## config.mk

```make
export PLATFORM = sky130hd
export DESIGN_NAME = cmv_config_top
export DESIGN_NICKNAME = d
export VERILOG_FILES = /design/src/hw/cmv_pkg.sv /design/src/hw/cmv_clk_div.sv /design/src/hw/cmv_config_top.sv
export SDC_FILE = /design/constraint.sdc
export NUM_CORES = 1
export LEC_CHECK = 0
export ABC_AREA = 1
export ABC_CLOCK_PERIOD_IN_PS = 1600
export BUFFER_PORTS_ARGS = -buffer_cell sky130_fd_sc_hd__buf_4
export CAP_MARGIN = 20
export CORE_ASPECT_RATIO = 0.6
export CORE_UTILIZATION = 44
export CTS_BUF_LIST = sky130_fd_sc_hd__clkbuf_16
export DETAILED_ROUTE_END_ITERATION = 8
export PLACE_DENSITY = 0.77
export SLEW_MARGIN = 20
export SYNTH_ARGS = -nofsm -noshare
export SYNTH_HDL_FRONTEND = slang
export SYNTH_SLANG_ARGS = --single-unit
export TNS_END_PERCENT = 5
```

## constraint.sdc

```tcl
create_clock -name core_clk -period 1.6 [get_ports core_clk]
set_input_delay 0.32 -clock core_clk [delete_from_list [all_inputs] [get_ports core_clk]]
set_output_delay 0.32 -clock core_clk [all_outputs]
set_load 0.03 [all_outputs]
```

## src/hw/cmv_pkg.sv

```systemverilog
// Constants, field layouts and carrier types for the processor configuration and mode vector block.
// Assumes a single 125 MHz core clock and an active-low asynchronous system reset.
package cmv_pkg;

  localparam int DATA_W = 32;
  localparam int NUM_INT = 6;

  // Field positions
  localparam int LOCK_BIT = 31;
  localparam int SLOW_BUS_BIT = 30;
  localparam int REFILL_BIT = 29;
  localparam int FLOAT_EXCEPTION_IRQ_SELECT_HI = 28;
  localparam int FLOAT_EXCEPTION_IRQ_SELECT_LO = 26;
  localparam int HALT_BIT = 25;
  localparam int RED_FREQ_BIT = 24;
  localparam int ALT_CACHE_BIT = 23;
  localparam int RESERVED_W = 23;

  // Reset values
  localparam logic [2:0] FLOAT_EXCEPTION_IRQ_SELECT_RESET = 3'h3;
  localparam logic [RESERVED_W-1:0] RESERVED_VAL = 23'h000000;

  // Mode vector pin positions on the interrupt inputs
  localparam int MV_TRISTATE = 0;
  localparam int MV_BYTE_ORDER = 1;
  localparam int MV_REFILL = 2;
  localparam int MV_COH_DMA = 3;
  localparam int MV_CLK_1X = 4;
  localparam int MV_HALF_BUS = 5;

  // Cache organization sizes in kB per cache
  localparam logic [3:0] CACHE_KB_ALT = 4'h8;
  localparam logic [3:0] CACHE_KB_STD = 4'h4;

  // Refill sizes in words
  localparam logic [2:0] REFILL_BLOCK = 3'h4;
  localparam logic [2:0] REFILL_SINGLE = 3'h1;

  // Frequency reduction
  localparam int RED_FREQ_DIV = 16;
  localparam logic [3:0] DIV_LAST = 4'(RED_FREQ_DIV - 1);

  // Bus turnaround timing
  localparam int CLK_PERIOD_NS = 8;
  localparam int TURN_FAST_NS = 15;
  localparam int TURN_SLOW_NS = 45;
  localparam logic [2:0] TURN_FAST_CYC = 3'((TURN_FAST_NS + CLK_PERIOD_NS - 1) / CLK_PERIOD_NS);
  localparam logic [2:0] TURN_SLOW_CYC = 3'((TURN_SLOW_NS + CLK_PERIOD_NS - 1) / CLK_PERIOD_NS);

  typedef struct packed {
    logic lock;
    logic slowBus;
    logic blockRefill;
    logic [2:0] fpIntSel;
    logic halt;
    logic redFreq;
    logic altCache;
  } cmv_cfg_s;

  typedef struct packed {
    logic triState;
    logic byte_order_select;
    logic refillInit;
    logic cohDmaEn;
    logic clk1x;
    logic halfBus;
  } cmv_mode_s;

  typedef enum logic [1:0] {
    TURN_IDLE = 2'b00,
    TURN_WAIT = 2'b01,
    TURN_GO = 2'b10
  } cmv_turn_e;

endpackage

```

## src/hw/cmv_clk_div.sv

```systemverilog
// Operating-frequency divider producing execution ticks and the board clock output.
// Assumes the core clock domain; the divide request comes from a core register.
`timescale 1ns/1ps
`default_nettype none
module cmv_clk_div (
  input wire logic core_clk,
  input wire logic nrst,
  input wire logic redFreq,
  input wire logic halfBus,
  output logic execTick,
  output logic busTick,
  output logic boardClk
);

  logic [3:0] divCnt_q, divCnt_d;
  logic boardClk_q, boardClk_d;
  logic busPhase_q, busPhase_d;

  always_comb begin
    divCnt_d = redFreq ? divCnt_q + 4'h1 : 4'h0;
    execTick = !redFreq || (divCnt_q == cmv_pkg::DIV_LAST);
    busTick = execTick && (!halfBus || busPhase_q);
    busPhase_d = execTick ? !busPhase_q : busPhase_q;
    boardClk_d = busTick ? !boardClk_q : boardClk_q;
  end

  always_ff @(posedge core_clk or negedge nrst) begin
    if (!nrst) begin
      divCnt_q <= 4'h0;
      boardClk_q <= 1'b0;
      busPhase_q <= 1'b0;
    end else begin
      divCnt_q <= divCnt_d;
      boardClk_q <= boardClk_d;
      busPhase_q <= busPhase_d;
    end
  end

  assign boardClk = boardClk_q;

  a_rf_tick_gap: assert property (@(posedge core_clk) disable iff (!nrst)
    (redFreq && execTick) |=> (redFreq ? !execTick : 1'b1) [*8])
    else $error("reduced frequency tick came too early");

endmodule
`default_nettype wire

```

## src/hw/cmv_config_top.sv

```systemverilog
// Configuration register, reset mode vectors, interrupt routing, halt and bus turnaround.
// Assumes coprocessor register moves arrive as single-cycle strobes synchronous to core_clk.
`timescale 1ns/1ps
`default_nettype none
module cmv_config_top #(
  parameter bit CFG_PRESENT = 1'b1
) (
  input wire logic core_clk,
  input wire logic nrst,
  input wire logic cfgWrEn,
  input wire logic cfgRdEn,
  input wire logic [31:0] cfgWrData,
  output logic [31:0] cfgRdData,
  input wire logic [5:0] intPinLvl,
  input wire logic floatExcReq,
  input wire logic floatCmpResult,
  input wire logic turnReq,
  output logic turnGo,
  output logic [5:0] cpuIntReq,
  output logic coprocOneCond,
  output logic execStall,
  output logic execTick,
  output logic busTick,
  output logic boardClk,
  output logic [2:0] refillWords,
  output logic [3:0] cacheKb,
  output logic byte_order_select,
  output logic cohDmaEn,
  output logic clk1x,
  output logic halfBus,
  output logic pinOutEn,
  output logic captureDone
);

  cmv_pkg::cmv_cfg_s cfg_q, cfg_d;
  cmv_pkg::cmv_mode_s mode_q, mode_d;
  logic capture_q, capture_d;
  logic [31:0] rdData_q, rdData_d;
  cmv_pkg::cmv_turn_e turn_q, turn_d;
  logic [2:0] turnCnt_q, turnCnt_d;
  logic [5:0] fpMask;
  logic anyInt;
  logic divTick;

  function automatic logic [5:0] fpDecode(input logic [2:0] sel);
    logic [7:0] oneHot;
    oneHot = 8'h01 << sel;
    return oneHot[5:0];
  endfunction

  // Mode vectors: caught at the first edge after reset release, then held
  always_comb begin
    capture_d = 1'b0;
    mode_d = mode_q;
    if (capture_q) begin
      mode_d.triState = !intPinLvl[cmv_pkg::MV_TRISTATE];
      mode_d.byte_order_select = intPinLvl[cmv_pkg::MV_BYTE_ORDER];
      mode_d.refillInit = intPinLvl[cmv_pkg::MV_REFILL];
      mode_d.cohDmaEn = !intPinLvl[cmv_pkg::MV_COH_DMA];
      mode_d.clk1x = !intPinLvl[cmv_pkg::MV_CLK_1X];
      mode_d.halfBus = !intPinLvl[cmv_pkg::MV_HALF_BUS];
    end
  end

  always_ff @(posedge core_clk or negedge nrst) begin
    if (!nrst) begin
      capture_q <= 1'b1;
      mode_q <= '0;
    end else begin
      capture_q <= capture_d;
      mode_q <= mode_d;
    end
  end

  // Interrupt routing
  always_comb begin
    fpMask = fpDecode(cfg_q.fpIntSel);
    for (int i = 0; i < cmv_pkg::NUM_INT; i++) begin
      cpuIntReq[i] = fpMask[i] ? floatExcReq : !intPinLvl[i];
    end
    anyInt = |cpuIntReq;
  end

  // Configuration register
  always_comb begin
    cfg_d = cfg_q;
    if (cfg_q.halt && anyInt) begin
      cfg_d.halt = 1'b0;
    end
    if (capture_q) begin
      cfg_d.blockRefill = intPinLvl[cmv_pkg::MV_REFILL];
    end else if (CFG_PRESENT && cfgWrEn && !cfg_q.lock) begin
      cfg_d.lock = cfgWrData[cmv_pkg::LOCK_BIT];
      cfg_d.slowBus = cfgWrData[cmv_pkg::SLOW_BUS_BIT];
      cfg_d.blockRefill = cfgWrData[cmv_pkg::REFILL_BIT];
      cfg_d.fpIntSel = cfgWrData[cmv_pkg::FLOAT_EXCEPTION_IRQ_SELECT_HI:cmv_pkg::FLOAT_EXCEPTION_IRQ_SELECT_LO];
      cfg_d.halt = cfgWrData[cmv_pkg::HALT_BIT];
      cfg_d.redFreq = cfgWrData[cmv_pkg::RED_FREQ_BIT];
      cfg_d.altCache = cfgWrData[cmv_pkg::ALT_CACHE_BIT];
    end
    rdData_d = rdData_q;
    if (cfgRdEn) begin
      rdData_d = CFG_PRESENT ? {cfg_q, cmv_pkg::RESERVED_VAL} : 32'h00000000;
    end
  end

  always_ff @(posedge core_clk or negedge nrst) begin
    if (!nrst) begin
      cfg_q <= '{lock: 1'b0, slowBus: 1'b0, blockRefill: 1'b0, fpIntSel: cmv_pkg::FLOAT_EXCEPTION_IRQ_SELECT_RESET,
                 halt: 1'b0, redFreq: 1'b0, altCache: 1'b0};
      rdData_q <= 32'h00000000;
    end else begin
      cfg_q <= cfg_d;
      rdData_q <= rdData_d;
    end
  end

  // Bus turnaround pacing
  always_comb begin
    turn_d = turn_q;
    turnCnt_d = turnCnt_q;
    turnGo = 1'b0;
    unique case (turn_q)
      cmv_pkg::TURN_IDLE: begin
        if (turnReq) begin
          turn_d = cmv_pkg::TURN_WAIT;
          turnCnt_d = (cfg_q.slowBus ? cmv_pkg::TURN_SLOW_CYC : cmv_pkg::TURN_FAST_CYC) - 3'h2;
          if (turnCnt_d == 3'h0 && !cfg_q.slowBus && cmv_pkg::TURN_FAST_CYC == 3'h1) begin
            turn_d = cmv_pkg::TURN_GO;
          end
        end
      end
      cmv_pkg::TURN_WAIT: begin
        if (turnCnt_q == 3'h0) begin
          turn_d = cmv_pkg::TURN_GO;
        end else begin
          turnCnt_d = turnCnt_q - 3'h1;
        end
      end
      cmv_pkg::TURN_GO: begin
        turnGo = 1'b1;
        turn_d = cmv_pkg::TURN_IDLE;
      end
      default: begin
        turn_d = cmv_pkg::TURN_IDLE;
      end
    endcase
  end

  always_ff @(posedge core_clk or negedge nrst) begin
    if (!nrst) begin
      turn_q <= cmv_pkg::TURN_IDLE;
      turnCnt_q <= 3'h0;
    end else begin
      turn_q <= turn_d;
      turnCnt_q <= turnCnt_d;
    end
  end

  cmv_clk_div uDiv (
    .core_clk(core_clk),
    .nrst(nrst),
    .redFreq(cfg_q.redFreq),
    .halfBus(mode_q.halfBus),
    .execTick(divTick),
    .busTick(busTick),
    .boardClk(boardClk)
  );

  // Outputs
  assign execTick = divTick && !execStall;
  assign execStall = cfg_q.halt && !anyInt;
  assign coprocOneCond = floatCmpResult;
  assign refillWords = cfg_q.blockRefill ? cmv_pkg::REFILL_BLOCK : cmv_pkg::REFILL_SINGLE;
  assign cacheKb = cfg_q.altCache ? cmv_pkg::CACHE_KB_ALT : cmv_pkg::CACHE_KB_STD;
  assign cfgRdData = rdData_q;
  assign byte_order_select = mode_q.byte_order_select;
  assign cohDmaEn = mode_q.cohDmaEn;
  assign clk1x = mode_q.clk1x;
  assign halfBus = mode_q.halfBus;
  assign pinOutEn = !mode_q.triState && !capture_q;
  assign captureDone = !capture_q;

  // Assertions
  a_lock_blocks_write: assert property (@(posedge core_clk) disable iff (!nrst)
    (cfg_q.lock && !capture_q) |=> (cfg_q.lock && cfg_q.fpIntSel == $past(cfg_q.fpIntSel)
      && cfg_q.redFreq == $past(cfg_q.redFreq) && cfg_q.slowBus == $past(cfg_q.slowBus)))
    else $error("locked configuration changed");

  a_halt_stalls: assert property (@(posedge core_clk) disable iff (!nrst)
    (cfg_q.halt && intPinLvl == 6'h3f && !floatExcReq) |-> (execStall && !execTick))
    else $error("halt did not stall execution");

  a_halt_release: assert property (@(posedge core_clk) disable iff (!nrst)
    (cfg_q.halt && anyInt && !(cfgWrEn && !cfg_q.lock)) |=> !cfg_q.halt)
    else $error("halt not released by interrupt");

  a_fp_route: assert property (@(posedge core_clk) disable iff (!nrst)
    (cfg_q.fpIntSel == 3'h3) |-> (cpuIntReq[3] == floatExcReq))
    else $error("float exception not routed to default input");

  a_refill_init: assert property (@(posedge core_clk) disable iff (!nrst)
    (nrst && capture_q) |=> (cfg_q.blockRefill == $past(intPinLvl[cmv_pkg::MV_REFILL])))
    else $error("refill bit not taken from mode vector");

  a_mode_hold: assert property (@(posedge core_clk) disable iff (!nrst)
    !capture_q |=> ($stable(mode_q) && !capture_q))
    else $error("mode vectors changed after capture");

  a_fast_turn: assert property (@(posedge core_clk) disable iff (!nrst)
    (turn_q == cmv_pkg::TURN_IDLE && turnReq && !cfg_q.slowBus) |-> !turnGo ##2 turnGo)
    else $error("fast turnaround not two cycles");

  a_slow_turn: assert property (@(posedge core_clk) disable iff (!nrst)
    (turn_q == cmv_pkg::TURN_IDLE && turnReq && cfg_q.slowBus) |-> !turnGo [*6] ##0 1'b1 ##1 turnGo)
    else $error("slow turnaround not six cycles");

  a_read_reserved: assert property (@(posedge core_clk) disable iff (!nrst)
    cfgRdEn |=> (cfgRdData[22:0] == 23'h000000))
    else $error("reserved bits read nonzero");

  a_absent_ignore: assert property (@(posedge core_clk) disable iff (!nrst)
    (!CFG_PRESENT && !capture_q) |=> (cfg_q.redFreq == 1'b0 && cfgRdData == 32'h00000000))
    else $error("absent register took a write");

  c_lock_write: cover property (@(posedge core_clk) disable iff (!nrst) cfg_q.lock && cfgWrEn);
  c_halt_wake: cover property (@(posedge core_clk) disable iff (!nrst) cfg_q.halt ##1 !cfg_q.halt);
  c_slow_turn: cover property (@(posedge core_clk) disable iff (!nrst) cfg_q.slowBus && turnGo);
  c_reduced: cover property (@(posedge core_clk) disable iff (!nrst) cfg_q.redFreq && divTick);

endmodule
`default_nettype wire

```

==> impl_metrics.py, run 1 <==
metrics = {
    "cts": {
        "clock_path_buffers": 2,
        "cts_root_buf": "clkbuf_16",
        "cts_made_buffers": 5,
        "ctsHtreeMaxLevel": 2,
        "clk_latency_ns": 0.28,
        "cts.clk_slew.worst_paths_ns": 0.05,
        "cts_tree": "built",
        "clock_sinks": 35,
    },
    "floorplan": {
        "io_pins": 102,
        "die_area_sq_mm": 0.00440,
        "die_y_microns": 51.8,
        "rows": 17,
        "fp.dieW_microns": 85.0,
        "core-area_sq_mm": 0.00381,
        "start_util_pct": 47.7,
    },
    "sta": {
        "clock.fmax_ghz": 0.497,
        "final-hold-violation-count": 24,
        "maxSlewViolCount": 0,
        "period_share_pct": 126,
        "rsz0062_at_grt": "true",
        "fin_crit_ns": 2.01,
        "setup_viol": 8,
        "whs_ns": -0.0140,
        "finClkSkew_ns": 0.00230,
        "worst_slack_ns": -0.414,
    },
    "power_and_ir_drop": {
        "power_leakage_uw": 0.00131,
        "clkPwrFrac_pct": 36.0,
        "p_per_area_mw_per_mm2": 985,
        "ir_worst_vdd_mv": 0.932,
        "internal_power_uw": 1720,
        "switching_share_pct": 30.9,
        "seqPwrFrac_pct": 40.5,
        "combPwrFrac_pct": 23.5,
        "switching_power_uw": 767,
        "p_total_uw": 2480,
    },
    "logic_synthesis": {
        "synthFlopType": "dfrtp_1",
        "async_flop_share_pct": 100,
        "synthMuxAreaShare_pct": 1.24,
        "synth_compound_area_share_pct": 7.43,
        "synth.distinct_cells": 25,
        "synth_area_per_cell_sq_um": 8.42,
        "postSynthCellCount": 216,
        "synth_most_common_cell": "nand2_1",
        "synth_xor_area_share_pct": 1.93,
        "synth_fa_ha_area_share_pct": 2.06,
        "synth-simple-area-share_pct": 19.8,
        "ys_seq_area_share_pct": 48.4,
        "ys_ff_latch": 35,
        "yosys_warnings": 0,
        "syn-cell-area_sq_mm": 0.00182,
        "synthDominantCellAreaShare_pct": 44.0,
        "synth_area_leaders": "dfrtp_1, buf_4, nand2_1",
        "synth_top_family_by_area": "simple AND/OR/NAND/NOR gates",
        "yosysTopAreaCell": "dfrtp_1",
        "synth_commonest_cells": "nand2_1, dfrtp_1, buf_4",
        "synth-edff-count": 0,
    },
    "route": {
        "drtAntennaViolNets": 0,
        "dr_total_vias": 1614,
        "drtIter0Drc": 91,
        "drt-total-wl_microns": 4350,
        "dr.pass1.iters": 4,
        "wl_per_cell_microns": 13.0,
        "drc": 0,
        "routed_via_density": 4.82,
    },
    "finish": {
        "fin_util_pct": 66.2,
        "nets": 335,
        "antenna_cells": 0,
        "area_growth_pct": 38.7,
        "drive_gt1_share_pct": 37.2,
    },
    "critical_path": {
        "critPathKind": "flip-flop to output port",
        "cp_slowest_cell": "dfstp_2",
        "worstPathRequired_ns": 1.28,
        "crit_path_max_incr_delay_ns": 0.63,
        "cp_max_fo": 7,
        "worstReg2RegStart": "cfg_q[3]",
        "crit_arrival_ns": 1.69,
        "end_kind": "output port",
        "cp_cell_sequence": "inv_2 > nand4_1 > nand2_2 > nor2_2 > nand2_2 > nor2_4 > nor2_4 > buf_6",
        "worstSetupStartpoint": "cfg_q[3]",
        "worstSetupStartpointType": "flip-flop",
        "critPathTopFamily": "flip-flops",
        "crit_buf_inv": 2,
    },
    "run_status": {
        "status": "finished with violations",
        "violations": "negative hold slack, negative setup slack",
    },
    "placed_design": {
        "place_ws_ns": -0.133,
        "gp_congestion": 0.904,
        "port_buffers": 50,
        "dp_hpwl_microns": 2990,
    },
    "job": {
        "cap_violations": 0,
    },
    "global_route": {
        "grt_pass1_wl_microns": 6620,
        "grt_use_total_pct": 20.4,
        "first_global_vias": 1440,
        "grt_antenna_before_repair": 0,
        "grt_overflow": 0,
        "grt_max_degree": 36,
    },
    "worst_hold_path": {
        "hp-class": "primary input to async pin",
    },
}
==> kinds of logic (layout without fill, tap and decap cells) <==
group | after synthesis | count (layout)
adders and majority gates | 3 | 3
other | 1 | 27
buffers and inverters | 60 | 106
and+or+nand+nor | 85 | 85
AOI/OAI and AO/OA | 26 | 26
muxes | 2 | 2
xor gates and xnor gates | 4 | 4
DFF | 35 | 35
==> routing by layer <==
metal | routed length [microns] | vias to the layer above | GRT usage (%)
met5 | 0 | - | 0
met3 | 280 | 13 | 5.40
li1 | - | 768 | -
met1 | 1900 | 763 | 26.4
met2 | 2070 | 70 | 32.0
met4 | 91 | 0 | 10.7
==> power by group through the flow <==
| stage | Combinational, uW | Sequential, uW | Clock, uW |
|---|---|---|---|
| floorplan | 407 | 1040 | 0 |
| global placement | 544 | 1020 | 0 |
| detailed placement | 564 | 1020 | 0 |
| CTS | 578 | 1000 | 902 |
| global route | 638 | 1010 | 955 |
| finish | 585 | 1010 | 893 |
==> area by class of cell <==
cell class                 count  area, sq um
clock buffer                   5          125
clock inverter                 3         11.3
fill                         306         1290
inverter                      26          100
multi-input combinational    147          778
sequential                    35          881
tap                           47         58.8
timing repair buffer          72          567
==> sequential cells by signal, summed over array words and instances, names as in the netlist, 2 cells and up <==
name,count
cfgRdData,9
cfg_q,9
turnCnt_q,3
turn_q,2
uDiv.divCnt_q,4
==> final timing paths <==
check,endpoint,slack (ns),cells past startpoint
min,cfgRdData[28],-0.01,1
max reg2reg,cfg_q[2],0.06,10
max in group asynchronous,capture_q,1.27,1
min in group core_clk,cfg_q[8],0.24,3
min reg2reg,cfg_q[8],0.47,2
max,execTick,-0.41,8
==> per-stage QoR <==
stage,instance area [sq um],cells,TNS (ns)
after global placement,2250,322,-0.177
final,2520,335,-2.28
after detailed placement,2250,322,-0.246
after CTS,2460,334,-1.89
after floorplan,1930,242,-0.257
after global routing,2520,335,-2.73
==> layout by cell type, fill, tap and decap left out, drive strengths merged, types with 2 or more instances in the layout <==
| master | n |
|---|---|
| nand2 | 45 |
| clkbuf | 5 |
| o21ai | 14 |
| a21oi | 9 |
| nor2 | 23 |
| xor2 | 3 |
| dfrtp | 32 |
| nand4 | 4 |
| inv | 29 |
| buf | 72 |
| nand3 | 12 |
| dfstp | 3 |
| conb | 27 |
| ha | 3 |
| mux2 | 2 |
==> timing repair <==
item,in CTS,in global routing
hold buffers,0,0
buffers inserted,4,1
pin swaps,5,7
cloned,0,0
setup endpoints to repair,9,10
resized for setup,14,13
(Power assumes the default switching activity.)
==> inputs of run 2 (changes only) <==
Settings changed: CELL_PAD_IN_SITES_DETAIL_PLACEMENT set to 1, CELL_PAD_IN_SITES_GLOBAL_PLACEMENT set to 1, CORE_MARGIN set to 4, CORE_UTILIZATION 44 to 30, PLACE_DENSITY 0.77 to 0.75.
==> run 2 against run 1 <==
Against the previous run: utilization is 21 points lower; maximum frequency is 1.0% lower; global-route usage is 6.0 points lower; register-to-register slack better by 0.02 ns; the run still ends with negative hold slack, negative setup slack left; combinational power is 2% higher; setup slack worse by 0.021 ns; flip-flop and latch count stayed put; cell count is 11% higher; non-clock buffer count is 3 higher; worst hold slack better by 0.00075 ns; via count is 2.0% lower; sequential power hardly changed.
==> impl_metrics.py, run 2 (synthesized netlist as in run 1, its figures left out) <==
metrics = {
    "floorplan": {
        "fp.dieW_microns": 109,
        "die_y_microns": 68.3,
        "rows": 21,
        "die_area_sq_mm": 0.00741,
        "core-area_sq_mm": 0.00573,
        "io_pins": 102,
        "start_util_pct": 31.7,
    },
    "route": {
        "dr.pass1.iters": 4,
        "drtIter0Drc": 30,
        "drt-total-wl_microns": 5140,
        "drc": 0,
        "dr_total_vias": 1581,
        "wl_per_cell_microns": 13.9,
        "routed_via_density": 4.26,
        "drtAntennaViolNets": 0,
    },
    "critical_path": {
        "cp_cell_sequence": "nand3_2 > nand2_2 > nand2_2 > nor2_2 > nand2_2 > nor2_4 > nor2_4 > buf_6",
        "cp_max_fo": 7,
        "worstPathRequired_ns": 1.28,
        "crit_arrival_ns": 1.71,
        "worstSetupStartpointType": "flip-flop",
        "end_kind": "output port",
        "crit_path_max_incr_delay_ns": 0.64,
        "critical_path.most_common_cell": "nand2_2",
        "cp_slowest_cell": "dfstp_2",
        "critPathKind": "flip-flop to output port",
    },
    "finish": {
        "drive_gt1_share_pct": 38.1,
        "fillers": 714,
        "antenna_cells": 0,
        "final_common_cell": "buf_4",
        "nets": 338,
        "area_growth_pct": 42.1,
        "stdcell_area_sq_mm": 0.00258,
        "layout_common_cells": "buf_4, nand2_1, dfrtp_1",
    },
    "sta": {
        "final-hold-violation-count": 9,
        "whs_ns": -0.0132,
        "maxSlewViolCount": 0,
        "worst_slack_ns": -0.435,
        "setup_tns_ns": -2.31,
        "rsz0062_at_grt": "true",
        "period_share_pct": 127,
        "fin_crit_ns": 2.03,
        "setup_viol": 8,
        "clock.fmax_ghz": 0.491,
        "finClkSkew_ns": 0.00706,
    },
    "placed_design": {
        "port_buffers": 50,
        "place_ws_ns": -0.173,
        "dp_hpwl_microns": 3920,
        "gp_congestion": 0.811,
        "placed_area_sq_mm": 0.00231,
    },
    "power_and_ir_drop": {
        "internal_power_uw": 1720,
        "p_total_uw": 2500,
        "switching_share_pct": 31.3,
        "switching_power_uw": 784,
        "power_leakage_uw": 0.00132,
        "combPwrFrac_pct": 23.8,
        "clkPwrFrac_pct": 36.1,
        "ir_worst_vdd_mv": 0.384,
        "seqPwrFrac_pct": 40.1,
        "p_per_area_mw_per_mm2": 968,
    },
    "cts": {
        "cts_tree": "built",
        "holdBufCountCts": 0,
        "clock_sinks": 35,
        "clock_path_buffers": 2,
        "cts_root_buf": "clkbuf_16",
        "cts.clk_slew.worst_paths_ns": 0.06,
        "clk_latency_ns": 0.28,
        "ctsHtreeMaxLevel": 2,
        "cts_made_buffers": 5,
    },
    "worst_hold_path": {
        "hp-class": "primary input to async pin",
    },
    "global_route": {
        "grt_overflow": 0,
        "grt_antenna_before_repair": 0,
        "grt_pass1_wl_microns": 8070,
        "grt_use_met3_pct": 5.09,
        "busiest_layer": "met2",
        "grt_util_met1_pct": 18.2,
        "first_global_vias": 1624,
        "grt_use_total_pct": 14.4,
        "use_met2_pct": 23.5,
        "grt_max_degree": 36,
    },
    "job": {
        "cap_violations": 0,
    },
    "run_status": {
        "status": "finished with violations",
        "violations": "negative hold slack, negative setup slack",
    },
}
[run 2: cell types whose count changed in the layout (fill, tap and decap cells not counted), sizes merged]
cell / delta
clkinv: +2
buf: +3
inv: -2
[run 2: timing repair]
| action | 4_1_cts | 5_1_grt |
|---|---|---|
| buffers inserted | 1 | 4 |
| pin swaps | 3 | 7 |
| endpoints found under the setup margin | 9 | 10 |
| resized for setup | 13 | 13 |
[run 2: per-layer routing]
layer,share of wire [%],routed length (microns)
met2,47,2400
met4,1.6,82
met3,6.8,352
met1,45,2310
met5,0,0
[run 2: area by class of cell]
class | count | area, sq um | area share (%)
tap | 80 | 100 | 3.87
clock buffer | 5 | 125 | 4.84
clock inverter | 3 | 11.3 | 0.436
sequential | 35 | 880 | 34.0
multi-input combinational | 147 | 782 | 30.3
inverter | 26 | 100 | 3.87
timing repair buffer | 75 | 586 | 22.7
[run 2: worst paths after layout]
| kind | cells after the start | endpoint | slack [ns] | from |
|---|---|---|---|---|
| min in group core_clk | 2 | mode_q[5] | 0.23 | intPinLvl[0] |
| hold reg to reg | 2 | uDiv.divCnt_q[1] | 0.46 | cfg_q[1] |
| setup reg to reg | 9 | cfg_q[2] | 0.08 | cfg_q[4] |
| setup / recovery | 8 | execTick | -0.43 | cfg_q[4] |
| hold / removal | 1 | uDiv.boardClk | -0.01 | nrst |
| max in group asynchronous | 1 | capture_q | 1.25 | nrst |
[run 2: critical path: cells and delay by family, from the launching register on]
family,cells,cell delay [ns]
AND/OR/NAND/NOR,7,0.66
buffers and inverters,1,0.13
flip-flops,1,0.64
[run 2: power groups by stage]
stage	registers (uW)	logic (uW)	clock network, uW
after floorplan	1040	407	0
after global placement	1010	557	0
after detailed placement	1020	584	0
after CTS	1000	594	919
after global routing	1010	670	969
final	1000	595	903
[run 2: through the flow]
stage / cells / util (%) / hold WS [ns]
after floorplan: 242 / - / 0.0244
after global placement: 358 / 40.4 / 0.301
after detailed placement: 358 / 40.4 / 0.305
after CTS: 367 / 43.7 / 0.00771
after global routing: 371 / 45.1 / 0.0277
final: 371 / 45.1 / -0.0132
